**src/ptg_pkg.sv**
```systemverilog
// constants for the period timer with gate and one-shot modes
package ptg_pkg;
  // apb byte offsets, one word per register
  localparam logic [7:0] CTRL_OFF   = 8'h00;
  localparam logic [7:0] PERIOD_OFF = 8'h04;
  localparam logic [7:0] PULSE_OFF  = 8'h08;
  localparam logic [7:0] STATUS_OFF = 8'h0c;
  // timer_control field positions
  localparam int RUN_BIT   = 0;
  localparam int CLKSEL_BIT = 1;
  localparam int PRE_LSB   = 4;
  localparam int PRE_W     = 3;
  localparam int POST_LSB  = 8;
  localparam int POST_W    = 4;
  localparam int MODE_LSB  = 16;
  localparam int MODE_W    = 5;
  // status field positions
  localparam int ST_PWM_BIT = 8;
  localparam int ST_RUN_BIT = 9;
  // mode field encodings
  localparam logic [4:0] MODE_GATE    = 5'h00;
  localparam logic [4:0] MODE_OS_SW   = 5'h08;
  localparam logic [4:0] MODE_OS_HW   = 5'h16;
  // reset values
  localparam logic [31:0] CTRL_RST   = 32'h0000_0000;
  localparam logic [7:0]  PERIOD_RST = 8'hff;
  localparam logic [7:0]  PULSE_RST  = 8'h00;
  // instruction clock is core clock divided by four
  localparam logic [1:0]  INSTR_DIV_LAST = 2'h3;
endpackage : ptg_pkg

```
**src/ptg_timer.sv**
```systemverilog
// period-match timer with software gate and one-shot modes, apb slave
//
// Functional notes
// - software gate mode counts each selected clock while run is set, holds otherwise
// - count equal to period returns to zero on next counted clock, keeps counting in gate mode
// - one-shot match clears count and the timer's own run bit
// - mode value 01000 selects software-started one-shot
// - mode value 10110 selects level-triggered hardware-limit one-shot
// - pwm pulse starts in the cycle the run bit becomes set
// - pwm pulse ends when count matches the pulse width value
// - clearing run during pulse or before period match lengthens pwm timing
// - after a one-shot cycle pwm stays low until run is set again
// - a new one-shot cycle starts only on a fresh software set of run
// - external clock source: run and external reset delayed two timer clocks
// - instruction clock source: reset and run act after one instruction period
// - zero prescale and postscale fields give ratios of one to one
//
// The register addresses and the APB slave port are this design's own decisions.
`timescale 1ns/1ps
module ptg_timer #(
  parameter int CNT_W = 8
) (
  // clock and reset
  input  wire logic             core_clk_i,
  input  wire logic             rst_n_i,
  // apb slave
  input  wire logic             psel_i,
  input  wire logic             penable_i,
  input  wire logic             pwrite_i,
  input  wire logic [7:0]       paddr_i,
  input  wire logic [31:0]      pwdata_i,
  output logic      [31:0]      prdata_o,
  output logic                  pready_o,
  output logic                  pslverr_o,
  // pins from outside the clock domain
  input  wire logic             ext_clk_i,
  input  wire logic             external_reset_source_i,
  // timer results toward the compare and pwm users
  output logic      [CNT_W-1:0] timer_count_o,
  output logic                  pwm_o,
  output logic                  period_match_o
);

  initial begin
    if (CNT_W != 8) $error("ptg_timer: only an 8-bit count is supported");
  end

  // apb decode, zero wait state: pready_o rises in the access cycle
  wire acc      = psel_i & penable_i & pready_o;
  wire wr       = acc & pwrite_i;
  wire hit_ctrl = (paddr_i == ptg_pkg::CTRL_OFF);
  wire hit_per  = (paddr_i == ptg_pkg::PERIOD_OFF);
  wire hit_pw   = (paddr_i == ptg_pkg::PULSE_OFF);
  wire hit_st   = (paddr_i == ptg_pkg::STATUS_OFF);
  wire hit_any  = hit_ctrl | hit_per | hit_pw | hit_st;
  wire wr_ctrl  = wr & hit_ctrl;
  wire set_req  = wr_ctrl & pwdata_i[ptg_pkg::RUN_BIT];

  // software state
  logic             run_q;
  logic             clk_sel_q;
  logic [2:0]       pre_sel_q;
  logic [3:0]       post_sel_q;
  logic [4:0]       mode_q;
  logic [CNT_W-1:0] period_q;
  logic [CNT_W-1:0] pulse_q;

  // a set only counts as a fresh start when run was clear
  wire run_rise = set_req & ~run_q;

  // synchronisers and timer state
  logic       xclk_m_q, xclk_s_q, xclk_p_q;
  logic       xr_m_q, xr_s_q, xr_t1_q, xr_t2_q;
  logic       run_s1_q, run_s2_q;
  logic [1:0] div_q;
  logic [6:0] pre_cnt_q;
  logic [3:0] post_cnt_q;

  // source tick: instruction clock or rising edge of the synced pin
  wire instr_tick = (div_q == ptg_pkg::INSTR_DIV_LAST);
  wire ext_tick   = xclk_s_q & ~xclk_p_q;
  wire src_tick   = clk_sel_q ? ext_tick : instr_tick;

  // external source uses two timer clocks of delay, instruction clock one
  wire run_eff  = clk_sel_q ? run_s2_q : run_s1_q;
  wire xr_eff   = clk_sel_q ? xr_t2_q : xr_t1_q;
  wire os_sw    = (mode_q == ptg_pkg::MODE_OS_SW);
  wire os_hw    = (mode_q == ptg_pkg::MODE_OS_HW);
  wire oneshot  = os_sw | os_hw;
  wire hold_rst = os_hw & xr_eff;

  // prescaler ratio is two to the power of the field, zero gives 1:1
  wire [6:0] pre_last = 7'((8'h01 << pre_sel_q) - 8'h01);
  wire pre_done = (pre_cnt_q == pre_last);
  wire tick     = src_tick & run_eff & pre_done & ~hold_rst;
  wire match    = (timer_count_o == period_q);
  wire pw_match = (timer_count_o == pulse_q);
  wire hw_clear = tick & match & oneshot;

  // read mux, unmapped reads give zero and an error
  wire [31:0] ctrl_rd = {11'h000, mode_q, 4'h0, post_sel_q, 1'b0, pre_sel_q,
                         2'b00, clk_sel_q, run_q};
  wire [31:0] st_rd   = {22'h000000, run_eff, pwm_o, timer_count_o};
  wire [31:0] rd_mux  = hit_ctrl ? ctrl_rd :
                        hit_per  ? {24'h000000, period_q} :
                        hit_pw   ? {24'h000000, pulse_q} :
                        hit_st   ? st_rd : 32'h0000_0000;

  // bus answer registered in the setup cycle
  always_ff @(posedge core_clk_i or negedge rst_n_i) begin
    if (!rst_n_i) begin
      pready_o  <= 1'b0;
      prdata_o  <= 32'h0000_0000;
      pslverr_o <= 1'b0;
    end else begin
      pready_o  <= psel_i & ~penable_i & ~pready_o;
      prdata_o  <= (psel_i & ~penable_i & ~pwrite_i) ? rd_mux : 32'h0000_0000;
      pslverr_o <= psel_i & ~penable_i & ~hit_any;
    end
  end

  // control and setup registers
  always_ff @(posedge core_clk_i or negedge rst_n_i) begin
    if (!rst_n_i) begin
      clk_sel_q  <= ptg_pkg::CTRL_RST[ptg_pkg::CLKSEL_BIT];
      pre_sel_q  <= ptg_pkg::CTRL_RST[ptg_pkg::PRE_LSB +: ptg_pkg::PRE_W];
      post_sel_q <= ptg_pkg::CTRL_RST[ptg_pkg::POST_LSB +: ptg_pkg::POST_W];
      mode_q     <= ptg_pkg::CTRL_RST[ptg_pkg::MODE_LSB +: ptg_pkg::MODE_W];
      period_q   <= ptg_pkg::PERIOD_RST;
      pulse_q    <= ptg_pkg::PULSE_RST;
    end else begin
      if (wr_ctrl) begin
        clk_sel_q  <= pwdata_i[ptg_pkg::CLKSEL_BIT];
        pre_sel_q  <= pwdata_i[ptg_pkg::PRE_LSB +: ptg_pkg::PRE_W];
        post_sel_q <= pwdata_i[ptg_pkg::POST_LSB +: ptg_pkg::POST_W];
        mode_q     <= pwdata_i[ptg_pkg::MODE_LSB +: ptg_pkg::MODE_W];
      end
      if (wr & hit_per) period_q <= pwdata_i[CNT_W-1:0];
      if (wr & hit_pw) pulse_q <= pwdata_i[CNT_W-1:0];
    end
  end

  // run bit: a software set wins over the hardware clear in the same cycle
  always_ff @(posedge core_clk_i or negedge rst_n_i) begin
    if (!rst_n_i) begin
      run_q <= ptg_pkg::CTRL_RST[ptg_pkg::RUN_BIT];
    end else if (set_req) begin
      run_q <= 1'b1;
    end else if (hw_clear) begin
      run_q <= 1'b0;
    end else if (wr_ctrl) begin
      run_q <= 1'b0;
    end
  end

  // pin synchronisers; first stages are read only by the second
  always_ff @(posedge core_clk_i or negedge rst_n_i) begin
    if (!rst_n_i) begin
      xclk_m_q <= 1'b0;
      xclk_s_q <= 1'b0;
      xclk_p_q <= 1'b0;
      xr_m_q   <= 1'b0;
      xr_s_q   <= 1'b0;
      div_q    <= 2'h0;
    end else begin
      xclk_m_q <= ext_clk_i;
      xclk_s_q <= xclk_m_q;
      xclk_p_q <= xclk_s_q;
      xr_m_q   <= external_reset_source_i;
      xr_s_q   <= xr_m_q;
      div_q    <= div_q + 2'h1;
    end
  end

  // timer-clock delay stages; a one-shot end flushes the run pipeline so
  // the stale copy cannot restart the count
  always_ff @(posedge core_clk_i or negedge rst_n_i) begin
    if (!rst_n_i) begin
      run_s1_q <= 1'b0;
      run_s2_q <= 1'b0;
      xr_t1_q  <= 1'b0;
      xr_t2_q  <= 1'b0;
    end else begin
      if (hw_clear) begin
        run_s1_q <= 1'b0;
        run_s2_q <= 1'b0;
      end else if (src_tick) begin
        run_s1_q <= run_q;
        run_s2_q <= run_s1_q;
      end
      if (src_tick) begin
        xr_t1_q <= xr_s_q;
        xr_t2_q <= xr_t1_q;
      end
    end
  end

  // prescaler counts selected source clocks while running
  always_ff @(posedge core_clk_i or negedge rst_n_i) begin
    if (!rst_n_i) begin
      pre_cnt_q <= 7'h00;
    end else if (hold_rst | hw_clear) begin
      pre_cnt_q <= 7'h00;
    end else if (src_tick & run_eff) begin
      pre_cnt_q <= pre_done ? 7'h00 : pre_cnt_q + 7'h01;
    end
  end

  // count register: hold, advance, or wrap to zero on period match
  always_ff @(posedge core_clk_i or negedge rst_n_i) begin
    if (!rst_n_i) begin
      timer_count_o <= '0;
    end else if (hold_rst) begin
      timer_count_o <= '0;
    end else if (tick) begin
      timer_count_o <= match ? '0 : timer_count_o + 8'h01;
    end
  end

  // postscaler: one match pulse out per post_sel_q+1 period matches
  always_ff @(posedge core_clk_i or negedge rst_n_i) begin
    if (!rst_n_i) begin
      post_cnt_q     <= 4'h0;
      period_match_o <= 1'b0;
    end else begin
      period_match_o <= 1'b0;
      if (tick & match) begin
        if (post_cnt_q == post_sel_q) begin
          post_cnt_q     <= 4'h0;
          period_match_o <= 1'b1;
        end else begin
          post_cnt_q <= post_cnt_q + 4'h1;
        end
      end
    end
  end

  // pwm drive; the count holds while run is clear, so a high phase of
  // the pulse stretches by the time run stays cleared, while a fresh set of run ends a low phase by driving pwm high at once
  always_ff @(posedge core_clk_i or negedge rst_n_i) begin
    if (!rst_n_i) begin
      pwm_o <= 1'b0;
    end else if (run_rise) begin
      pwm_o <= 1'b1;
    end else if (tick & pw_match) begin
      pwm_o <= 1'b0;
    end else if (tick & match & ~oneshot) begin
      pwm_o <= 1'b1;
    end
  end
endmodule : ptg_timer

```
**config.mk**
```make
export PLATFORM = sky130hd
export DESIGN_NAME = ptg_timer
export DESIGN_NICKNAME = d
export VERILOG_FILES = /design/src/ptg_pkg.sv /design/src/ptg_timer.sv
export SDC_FILE = /design/constraint.sdc
export NUM_CORES = 1
export LEC_CHECK = 0
export BUFFER_PORTS_ARGS = -buffer_cell sky130_fd_sc_hd__clkbuf_2
export CORE_MARGIN = 1.5
export CORE_UTILIZATION = 38
export CTS_CLUSTER_SIZE = 12
export DETAILED_ROUTE_END_ITERATION = 12
export GPL_TIMING_DRIVEN = 0
export PLACE_DENSITY_LB_ADDON = 0.15
export SLEW_MARGIN = 20
export SYNTH_ARGS = -nofsm -noshare
export SYNTH_HDL_FRONTEND = slang
export SYNTH_SLANG_ARGS = --single-unit
```
**constraint.sdc**
```tcl
create_clock -name core_clk_i -period 4.8 [get_ports core_clk_i]
set_input_delay 0.96 -clock core_clk_i [delete_from_list [all_inputs] [get_ports core_clk_i]]
set_output_delay 0.96 -clock core_clk_i [all_outputs]
set_load 0.05 [all_outputs]
```
# Yosys cells after proc, flatten, opt, wreduce, memory -nomap -nowiden
# Cells that the tools add are included.
# W data, S select, Z words.
# totals
regBits	85
input_bits	47
output_inout_bits	44
elab_cells	108
# classes
shift	1
n_reduce_logical	6
n_eq_ne	10
muxes	27
add_sub_neg	5
bitwise	34
# ops
op	count
$mux W21	2
$mux W10	3
$mux W8	3
$and A1 B1 Y1	21
$mux W7	3
$eq A8 B4 Y1 const B	2
$eq A8 B8 Y1	2
$mux W1	15
$add A8 B1 Y8 const B	1
$eq A8 B3 Y1 const B	1
$logic_not A8 Y1	1
$not A1 Y1	8
$add A7 B1 Y7 const B	1
$eq A7 B7 Y1	1
$shl A1 B3 Y7 const A	1
$sub A7 B1 Y7 const B	1
$reduce_bool A2 Y1	3
$reduce_bool A3 Y1	2
$eq A5 B4 Y1 const B	1
$eq A5 B5 Y1 const B	1
$or A1 B1 Y1	5
$add A4 B1 Y4 const B	1
$eq A4 B4 Y1	1
$mux W4	1
2 further kinds	2

# Longest topological paths before layout
# Gate-level depths: netlist of the first run.
# depth
ltp_word	11
mapped_depth	8
ltp_nobuf	7

# Worst setup path after synthesis of the first run
# Ideal clock, no wire load.
# synth_path
kind	input -> register
from	input paddr_i[5]
to	register pulse_q[0]
setup_time_ns	0.127
arrival_time_ns	2.545
cell_stages	5
slack_ns	2.127
n_path_buf	0
path_cell_list	nor4_1 > nand2_1 > or2_2 > nor3b_4 > mux2_1
# synth_between
elab_chain_cells	2
# synth_rtl
item	line	rtl
from (decl)	ptg_timer.sv:30	input wire logic [7:0] paddr_i,
$eq A8 B4 Y1	ptg_timer.sv:53	wire hit_pw = (paddr_i == ptg_pkg::PULSE_OFF);
$and A1 B1 Y1	ptg_timer.sv:139	if (wr & hit_pw) pulse_q <= pwdata_i[CNT_W-1:0];
to (signal assigned)	ptg_timer.sv:130	pulse_q <= ptg_pkg::PULSE_RST;
to (signal assigned)	ptg_timer.sv:139	
to (decl)	ptg_timer.sv:66	logic [CNT_W-1:0] pulse_q;
# Every way passes these cells.
# A chain may end at the register's enable or synchronous reset.

# Worst setup path after layout of the first run
# layout_path
from	input paddr_i[5]
to	register post_sel_q[1]
# layout_between
elab_chain_cells	2
# layout_rtl
item	line	rtl
$logic_not A8 Y1	ptg_timer.sv:51	wire hit_ctrl = (paddr_i == ptg_pkg::CTRL_OFF);
$and A1 B1 Y1	ptg_timer.sv:56	wire wr_ctrl = wr & hit_ctrl;
to (signal assigned)	ptg_timer.sv:127	post_sel_q <= ptg_pkg::CTRL_RST[ptg_pkg::POST_LSB +: ptg_pkg::POST_W];
to (signal assigned)	ptg_timer.sv:135	post_sel_q <= pwdata_i[ptg_pkg::POST_LSB +: ptg_pkg::POST_W];
to (decl)	ptg_timer.sv:63	logic [3:0] post_sel_q;
# Every way passes these cells.

==> out/metrics.cfg, run 1 <==
[status]
status = finished clean

[place]
dp_hpwl_um = 6760
gp_congestion = 0.823
place_ws_ps = 1560
numPortBuffers = 60

[timing]
fin_crit_sh_pct = 59.0
rsz0062_at_grt = no
hold_violations = 0
holdWs_ps = 354
max_freq_mhz = 353
maxSlewViolCount = 0
layout_setup_ws_ps = 1970
finalCriticalPeriod_ps = 2830
slew_headroom_pct = 43.8
fin_skew_ps = 12.2
tns_ps = 0
tightest_slew_ps = 836
finalSetupViolCount = 0

[yosys]
yosys.area.top_type = dfrtp_1
syn-cell-area_sq_um = 4070
syn-mean-instance-area_sq_um = 10.8
synth_top_family_by_area = simple AND/OR/NAND/NOR gates
synth_cell_types = 57
ys_seq_elements = 81
yosysMostFrequentCell = dfrtp_1
synthAdderAreaFrac_pct = 1.23
synthTopCellsByArea = dfrtp_1 45%, dfstp_2 5.2%, nand2_1 5.2%
syn_inst = 376
synthSimpleGateAreaFrac_pct = 18.9
ys.warnings.count = 0
seq_area_frac_synth_pct = 50.1
ys_top_cells_by_count = 73 x dfrtp_1, 56 x nand2_1, 17 x mux2_1
synthArstFlopShare_pct = 100
synth_xor_area_share_pct = 6.03
muxShareOfSynthArea_pct = 8.71
synth_top_area_share_pct = 44.9
synth-edff-count = 0
synth-compound-area-share_pct = 9.94
synth_flop_cell = dfrtp_1

[worst_setup_path]
crit_fanout = 10
rr_startpoint = clk_sel_q
critical_path.startpoint_type = input pin
cp.arrival_ps = 3130
ff2ff_path_depth = 7
end_kind = flip-flop
reg2reg_slack_ps = 2270
worstPathRequired_ps = 5090
timing.rr.end = post_cnt_q[1]
critical_path_class = in2reg

[min_path]
hp-class = reg2reg
hp-start = xclk_m_q
hold_depth = 0
whs_endpoint = xclk_s_q

[final_layout]
multi_input_area_sq_um = 1880
post-route-util_pct = 46.5
n_antenna_cell = 0
regArea_sq_um = 2040
final_nets = 513
fillers = 1024
area_growth_pct = 18.5
drive_gt1_share_pct = 25.7

[clocking]
cts_tree = done
clk_latency_ps = 360
cts_buffers = 9
clockRootBuffer = clkbuf_8
ctsResizeCount = 0
cts_setup_buffers = 0
cts_hold_buf = 0
cts_sinks = 81
clk_pin_slew_worst_paths_ps = 80
clock_path_buffers = 2
cts_max_level = 3

[route]
vias = 3064
post_drt_wl_per_cell_um = 15.3
initialDrtViolationCount = 109
viasPerCell = 5.08
firstDrtPassIters = 4
routed_wl_um = 9220
final_antenna_net_count = 0
drc_errors = 0

[power]
power_mw = 1.40
vdd_drop_max_mv = 0.172
powerDensity_nw_per_um2 = 291
p_leak_nw = 2.44

[floorplan]
fp-row-count = 37
start_util_pct = 39.2
dieArea_sq_um = 11300
die_w_um = 106
core_area_sq_um = 10400
ios = 91
die_y_um = 106

[global_routing]
grt_pass1_vias = 2878
antenna_found_initial = 0
grt_start_max_net_pins = 49
grt_pass1_wl_um = 14900
grt.total_usage_pct = 17.3
overflow = 0

[job]
drv_cap = 0

-- flip-flops by register name, indices dropped and copies added (netlist names), 2 cells and up --
name / count
timer_count_o: 8
mode_q: 5
div_q: 2
pre_cnt_q: 7
pulse_q: 8
pre_sel_q: 3
period_q: 8
post_sel_q: 4
post_cnt_q: 4
prdata_o: 17
-- worst max path at each step --
stage / from / to
floorplan: paddr_i[5] / pulse_q[0]
global placement: paddr_i[5] / pre_sel_q[1]
detailed placement: paddr_i[5] / post_sel_q[1]
CTS: paddr_i[5] / post_sel_q[1]
global route: paddr_i[5] / pre_sel_q[1]
finish: paddr_i[5] / post_sel_q[1]
-- critical path, cell delays in order --
cell and delay [ps]:
clkbuf_2 80, nor4_1 330, nand2_1 250, or2_2 420, nor3_2 350, clkbuf_1 520, nand2_1 130, nand2_1 90
-- power by group --
| group | switching (mW) | leakage, nW | total (mW) | internal [mW] |
|---|---|---|---|---|
| registers | 0.0184 | 1.06 | 0.715 | 0.697 |
| clock network | 0.245 | 0.103 | 0.513 | 0.268 |
| logic | 0.122 | 1.28 | 0.177 | 0.0546 |
| total | 0.385 | 2.44 | 1.40 | 1.02 |
-- kinds of logic after synthesis --
family,after synthesis
simple gates,142
flops,81
compound gates,50
buf+inv,37
mux,33
xor+xnor,28
fa+ha+maj,4
other cells,1
-- per-layer routing --
layer | routed length, um | vias to the layer above | global-route usage (%)
met1 | 4290 | 1494 | 23.6
met3 | 500 | 15 | 2.94
met2 | 4290 | 82 | 27.2
li1 | - | 1473 | -
met4 | 142 | 0 | 7.14
met5 | 0 | - | 0
-- area by class of cell --
cell class	instances	share of cell area, %
Buffer	32	3.89
Clock buffer	13	3.30
Clock inverter	3	0.831
Inverter	5	0.389
Multi-Input combinational cell	272	38.9
Sequential cell	81	42.3
Tap cell	136	3.53
Timing Repair Buffer	61	6.85
-- through the flow --
step	instances	instance area, sq um
6_report	603	4820
3_3_place_gp	586	4590
5_1_grt	603	4820
3_5_place_dp	587	4620
2_1_floorplan	390	4120
4_1_cts	603	4820
-- cells in the final DEF, fill, tap and decap left out, types with 5 or more instances in the layout --
cell and instances:
dfstp_2 8, nor3_1 5, nor2_1 15, clkbuf_8 11, and3_1 12, conb_1 15
a221oi_1 5, a21oi_1 11, xor2_1 12, nand4_1 8, clkbuf_2 59, nand2b_1 10
mux2_1 17, mux2i_1 14, inv_1 5, dfrtp_1 73, clkbuf_1 15, nand2_1 56
xnor2_1 16, buf_4 15, or3_1 5, nand3_1 7
No activity file was read; power rests on OpenSTA's default activity.
==> run 2, diff against run 1 <==
==> constraint.sdc (replaced) <==
create_clock -name core_clk_i -period 2.6 [get_ports core_clk_i]
set_input_delay 0.52 -clock core_clk_i [delete_from_list [all_inputs] [get_ports core_clk_i]]
set_output_delay 0.52 -clock core_clk_i [all_outputs]
set_load 0.05 [all_outputs]
==> out/metrics.cfg, run 2 (synthesis results as in run 1) <==
[timing]
tightest_slew_ps = 738  ; -97.8 ps
tns_ps = 0  ; unchanged
rsz0062_at_grt = no
finalCriticalPeriod_ps = 2400
finalSetupViolCount = 0  ; unchanged
holdWs_ps = 136  ; -218 ps
slew_headroom_pct = 50.4  ; +6.7 points
fin_skew_ps = 12.5  ; +0.275 ps
maxSlewViolCount = 0  ; unchanged
hold_violations = 0  ; unchanged
fin_crit_sh_pct = 92.1
max_freq_mhz = 417

[route]
drc_errors = 0  ; unchanged
routed_wl_um = 9230  ; +0.16%
firstDrtPassIters = 4  ; unchanged
viasPerCell = 5.02  ; -1.2%
vias = 3026  ; -1.2%
post_drt_wl_per_cell_um = 15.3  ; +0.16%
initialDrtViolationCount = 118  ; +8.3%
final_antenna_net_count = 0  ; unchanged

[worst_setup_path]
crit_fanout = 10  ; unchanged
critical_path.startpoint_type = input pin
worstPathRequired_ps = 2900  ; -2190 ps
critPathCapture = post_sel_q[1]
timing.rr.end = post_cnt_q[2]
cp.arrival_ps = 2690  ; -440 ps
reg2reg_slack_ps = 280  ; -1990 ps
rr_startpoint = pre_sel_q[2]
cp-startpoint = paddr_i[5]
end_kind = flip-flop
critical_path_class = in2reg
ff2ff_path_depth = 7  ; unchanged

[final_layout]
layout_common_cells = 73 x dfrtp_1, 59 x clkbuf_2, 56 x nand2_1
n_antenna_cell = 0  ; unchanged
fin_cells = 603  ; unchanged
layout_commonest_cell = dfrtp_1
final_nets = 513  ; unchanged
drive_gt1_share_pct = 26.1  ; +0.43 points
largest_register_ffs = 17  ; unchanged
regArea_sq_um = 2040  ; unchanged
fin_area_sq_um = 4830  ; +0.26%
regMostFlops = prdata_o
fillers = 1022  ; -0.20%
multi_input_area_sq_um = 1890  ; +0.67%
area_growth_pct = 18.8

[clocking]
clock_path_buffers = 2  ; unchanged
cts_hold_buf = 0  ; unchanged
cts_buffers = 9  ; unchanged
clk_latency_ps = 360  ; about the same
cts_tree = done
clockRootBuffer = clkbuf_8
clk_pin_slew_worst_paths_ps = 80  ; about the same
cts_sinks = 81  ; unchanged
cts_max_level = 3  ; unchanged

[global_routing]
grt_pass1_vias = 2878  ; unchanged
overflow = 0  ; unchanged
antenna_found_initial = 0  ; unchanged
grt_start_max_net_pins = 49  ; unchanged
grt_pass1_wl_um = 14900  ; unchanged
grt.total_usage_pct = 17.3  ; unchanged

[place]
gp_congestion = 0.823  ; unchanged
place_inst = 587  ; unchanged
numPortBuffers = 60  ; unchanged
dp_hpwl_um = 6760  ; unchanged
place_area_sq_um = 4620  ; unchanged

[floorplan]
ios = 91  ; unchanged
die_y_um = 106  ; unchanged
die_w_um = 106  ; unchanged
fp-row-count = 37  ; unchanged
dieArea_sq_um = 11300  ; unchanged
start_util_pct = 39.2  ; unchanged
core_area_sq_um = 10400  ; unchanged

[status]
status = finished clean

[power]
powerDensity_nw_per_um2 = 537  ; +84%
vdd_drop_max_mv = 0.316  ; +84%
p_leak_nw = 2.45  ; +0.15%

[min_path]
hp-class = in2async

[job]
drv_cap = 0  ; unchanged

==> run 2: cell counts in the layout (fill, tap and decap cells not counted) <==
No cell type changed its count.
==> run 2: final cells by class <==
cell class	count	share of cell area (%)
clock inverters	3	0.829
multi-input cells	272	39.1
flip-flops and latches	81	42.2
plain buffers	32	3.88
well taps	136	3.52
clock buffers	13	3.29
repair buffers	61	6.84
inverters	5	0.388
==> run 2: metrics by stage <==
| step | util [%] | worst slack [ps] | power (mW) |
|---|---|---|---|
| after detailed placement | 44.6 | -195 | 1.67 |
| after floorplan | - | 367 | 1.56 |
| final | 46.6 | 204 | 2.60 |
| after global placement | 44.3 | -146 | 1.66 |
| after CTS | 46.5 | 99.4 | 2.63 |
| after global routing | 46.6 | 2.55 | 2.71 |
==> run 2: layer usage <==
layer	GRT usage, %	part of all wire (%)	up-vias
met5	0	0	-
met2	27.2	47	71
li1	-	-	1470
met1	23.6	48	1473
met3	2.94	4.0	12
met4	7.14	1.5	0
==> run 2: where the power goes <==
| group | switching, mW | internal [mW] |
|---|---|---|
| combinational | 0.226 | 0.101 |
| clock | 0.455 | 0.495 |
| sequential | 0.0340 | 1.29 |
==> run 2: worst min path at each step <==
stage	to	slack [ps]	cells past startpoint
after floorplan	clk_sel_q	220	0
after global routing	xr_t1_q	180	1
final	prdata_o[17]	140	1
after global placement	xclk_s_q	330	0
after detailed placement	xclk_s_q	340	0
after CTS	prdata_o[17]	160	1
==> run 2: what timing repair did <==
item                                    in CTS  in global routing
setup buffers                                0                  0
gates resized for setup                      0                  3
endpoints found under the setup margin       0                  5
==> run 2: worst max-delay path: stages <==
cell and delay (ps):
clkbuf_2 80, nor4_1 330, nand2_1 250, or2_2 420, nor3_2 350, clkbuf_1 520
nand2_1 130, nand2_1 90
==> run 3, diff against run 2 <==
--- a/config.mk
+++ b/config.mk
@@ -5,9 +5,10 @@
 export SDC_FILE = /design/constraint.sdc
 export NUM_CORES = 1
 export LEC_CHECK = 0
+export ABC_AREA = 1
 export BUFFER_PORTS_ARGS = -buffer_cell sky130_fd_sc_hd__clkbuf_2
 export CORE_MARGIN = 1.5
-export CORE_UTILIZATION = 38
+export CORE_UTILIZATION = 49
 export CTS_CLUSTER_SIZE = 12
 export DETAILED_ROUTE_END_ITERATION = 12
 export GPL_TIMING_DRIVEN = 0
==> out/metrics.cfg, run 3 <==
[clocking]
clk_latency_ps = 360  ; about the same
ctsResizeCount = 0  ; unchanged
cts_tree = done
clk_pin_slew_worst_paths_ps = 90  ; about the same
cts_max_level = 3  ; unchanged
clock_path_buffers = 2  ; unchanged
cts_hold_buf = 0  ; unchanged
cts_sinks = 81  ; unchanged
clockRootBuffer = clkbuf_8
cts_setup_buffers = 0  ; unchanged
cts_buffers = 9  ; unchanged

[floorplan]
fp-row-count = 32  ; -14%
die_y_um = 93.9  ; -12%
die_w_um = 93.9  ; -12%
core_area_sq_um = 7850  ; -24%
dieArea_sq_um = 8810  ; -22%
start_util_pct = 51.6  ; +12 points
ios = 91  ; unchanged

[global_routing]
overflow = 0  ; unchanged
grt_start_max_net_pins = 47  ; -4.1%
grt_pass1_wl_um = 15400  ; +3.4%
grt_pass1_vias = 3299  ; +15%
antenna_found_initial = 0  ; unchanged
grt.total_usage_pct = 22.9  ; +5.6 points

[worst_setup_path]
crit_fanout = 9  ; -1
cp-startpoint = clk_sel_q
ff2ff_path_depth = 8  ; +1
cpLargestDelayFamily = simple AND/OR/NAND/NOR gates
worstPathRequired_ps = 2840  ; -60 ps
crit_slowest_cell = dfrtp_1
critPathCapture = post_cnt_q[2]
path_depth = 8  ; unchanged
rr_startpoint = clk_sel_q
reg2reg_slack_ps = 680  ; +400 ps
crit_chain = buf_2 -> o21a_1 -> nor2_4 -> nand3_4 -> nor2_8 -> nand2_2 -> nand2_1 -> o21ai_1
critical_path.startpoint_type = flip-flop
critical_path_class = reg2reg
timing.rr.end = post_cnt_q[2]
crit_buf_inv = 1  ; -1
end_kind = flip-flop
critPathMaxStageDelay_ps = 360  ; -160 ps
cp.arrival_ps = 2160  ; -530 ps

[power]
power_mw = 2.39  ; -7.9%
powerDensity_nw_per_um2 = 502  ; -6.5%
vdd_drop_max_mv = 0.363  ; +15%
p_leak_nw = 2.48  ; +1.4%

[timing]
tightest_slew_ps = 628  ; -110 ps
slew_headroom_pct = 58.1  ; +7.7 points
fin_crit_sh_pct = 74.0  ; -18 points
finalSetupViolCount = 0  ; unchanged
layout_setup_ws_ps = 676  ; +471 ps
max_freq_mhz = 520  ; +24%
fin_skew_ps = 15.1  ; +2.58 ps
tns_ps = 0  ; unchanged
rsz0062_at_grt = no
maxSlewViolCount = 0  ; unchanged
hold_violations = 0  ; unchanged
finalCriticalPeriod_ps = 1920  ; -471 ps

[route]
post_drt_wl_per_cell_um = 13.7  ; -11%
drc_errors = 0  ; unchanged
initialDrtViolationCount = 239  ; +100%
wl_met2_um = 4380  ; +1.6%
vias = 3420  ; +13%
wl_met1_um = 4170  ; -5.5%
viasPerCell = 5.09  ; +1.4%
dr_wl_met3_um = 444  ; +21%
final_antenna_net_count = 0  ; unchanged
firstDrtPassIters = 5  ; +1
routed.top_layer = met4
routed_wl_um = 9200  ; -0.32%

[yosys]
synthSimpleGateAreaFrac_pct = 24.2  ; +5.4 points
seq_area_frac_synth_pct = 50.3  ; +0.25 points
muxShareOfSynthArea_pct = 0  ; -8.7 points
synthArstFlopShare_pct = 100  ; unchanged
ys_top_cells_by_count = 117 x nand2_1, 73 x dfrtp_1, 54 x inv_1
synthTopCellsByArea = dfrtp_1 45%, nand2_1 11%, dfstp_2 5.2%
syn_inst = 479  ; +27%
syn-cell-area_sq_um = 4050  ; -0.49%
synth-edff-count = 0  ; unchanged
synthAdderAreaFrac_pct = 1.24  ; +0.0061 points
yosys.area.top_type = dfrtp_1
yosysMostFrequentCell = nand2_1
synth_cell_types = 37  ; -35%
ys_seq_elements = 81  ; unchanged
syn-mean-instance-area_sq_um = 8.45  ; -22%
synth_top_area_share_pct = 45.1  ; +0.22 points
synth_top_family_by_area = simple AND/OR/NAND/NOR gates
synth_flop_cell = dfrtp_1
synth-compound-area-share_pct = 9.27  ; -0.66 points
synth_xor_area_share_pct = 5.41  ; -0.62 points
ys.warnings.count = 0  ; unchanged

[final_layout]
regMostFlops = prdata_o
area_growth_pct = 17.6
final_nets = 616  ; +20%
fin_cells = 672  ; +11%
largest_register_ffs = 17  ; unchanged
n_antenna_cell = 0  ; unchanged
layout_common_cells = 117 x nand2_1, 73 x dfrtp_1, 59 x clkbuf_2
layout_commonest_cell = nand2_1
fillers = 715  ; -30%
drive_gt1_share_pct = 21.2  ; -4.9 points

[place]
place_ws_ps = 384  ; +580 ps
gp_congestion = 0.925  ; +12%
place_inst = 656  ; +12%
numPortBuffers = 60  ; unchanged
dp_hpwl_um = 6820  ; +0.86%

[status]
status = finished clean

[job]
drv_cap = 0  ; unchanged

[min_path]
hp-class = in2async

run 3: cell count changes after synthesis, moves of 6 or more:
cell	before	now
mux2_1	17	0
clkbuf_1	13	6
xor2_1	12	18
nor3_1	5	12
and3_1	12	0
nand2_1	56	117
nand2b_1	10	0
nor2_1	15	31
nand3_1	7	34
o21ai_0	1	33
xnor2_1	16	7
mux2i_1	14	0
inv_1	5	54
run 3: worst min path at each step:
stage | cells past startpoint | slack (ps) | endpoint
floorplan | 0 | 220 | clk_sel_q
global placement | 0 | 330 | xclk_s_q
detailed placement | 0 | 330 | xr_s_q
CTS | 1 | 160 | pre_cnt_q[5]
global route | 1 | 190 | pre_cnt_q[5]
finish | 1 | 140 | pre_cnt_q[5]
run 3: metrics by stage:
step | utilization, % | hold WS (ps) | instance area (sq um)
2_1_floorplan | - | 224 | 4100
3_5_place_dp | 58.1 | 335 | 4560
6_report | 60.7 | 143 | 4760
5_1_grt | 60.7 | 188 | 4760
4_1_cts | 60.7 | 160 | 4760
3_3_place_gp | 57.7 | 332 | 4530
run 3: cell type report:
| cell class | instances | area [sq um] | area share, % |
|---|---|---|---|
| plain buffers | 27 | 168 | 3.52 |
| clock buffers | 9 | 124 | 2.60 |
| clock inverters | 7 | 77.6 | 1.63 |
| inverters | 57 | 214 | 4.50 |
| multi-input cells | 328 | 1680 | 35.3 |
| flip-flops and latches | 81 | 2040 | 42.8 |
| well taps | 102 | 128 | 2.68 |
| repair buffers | 61 | 330 | 6.94 |
run 3: cell families after synthesis:
family	Yosys count
flip-flops	81
AO/OA/AOI/OAI	67
AND/OR/NAND/NOR	217
adder cells (fa/ha/maj)	4
XOR/XNOR	25
other	1
buffers and inverters	84
run 3: power by group:
group          total (mW)  internal, mW  switching, mW  leakage (nW)
clock               0.959         0.452          0.507         0.100
sequential           1.27          1.27        0.00447          1.04
combinational       0.158        0.0472          0.111          1.34
run 3: routing by layer:
metal,vias up,GRT usage (%)
met5,-,0
met3,15,3.16
met2,110,36.8
met1,1608,30.6
met4,0,10.7
li1,1687,-
run 3: worst reg2reg max path, stage by stage (launching register included):
cell and delay [ps]:
dfrtp_1 360, buf_2 170, o21a_1 300, nor2_4 240, nand3_4 230, nor2_8 220, nand2_2 140, nand2_1 100
o21ai_1 70
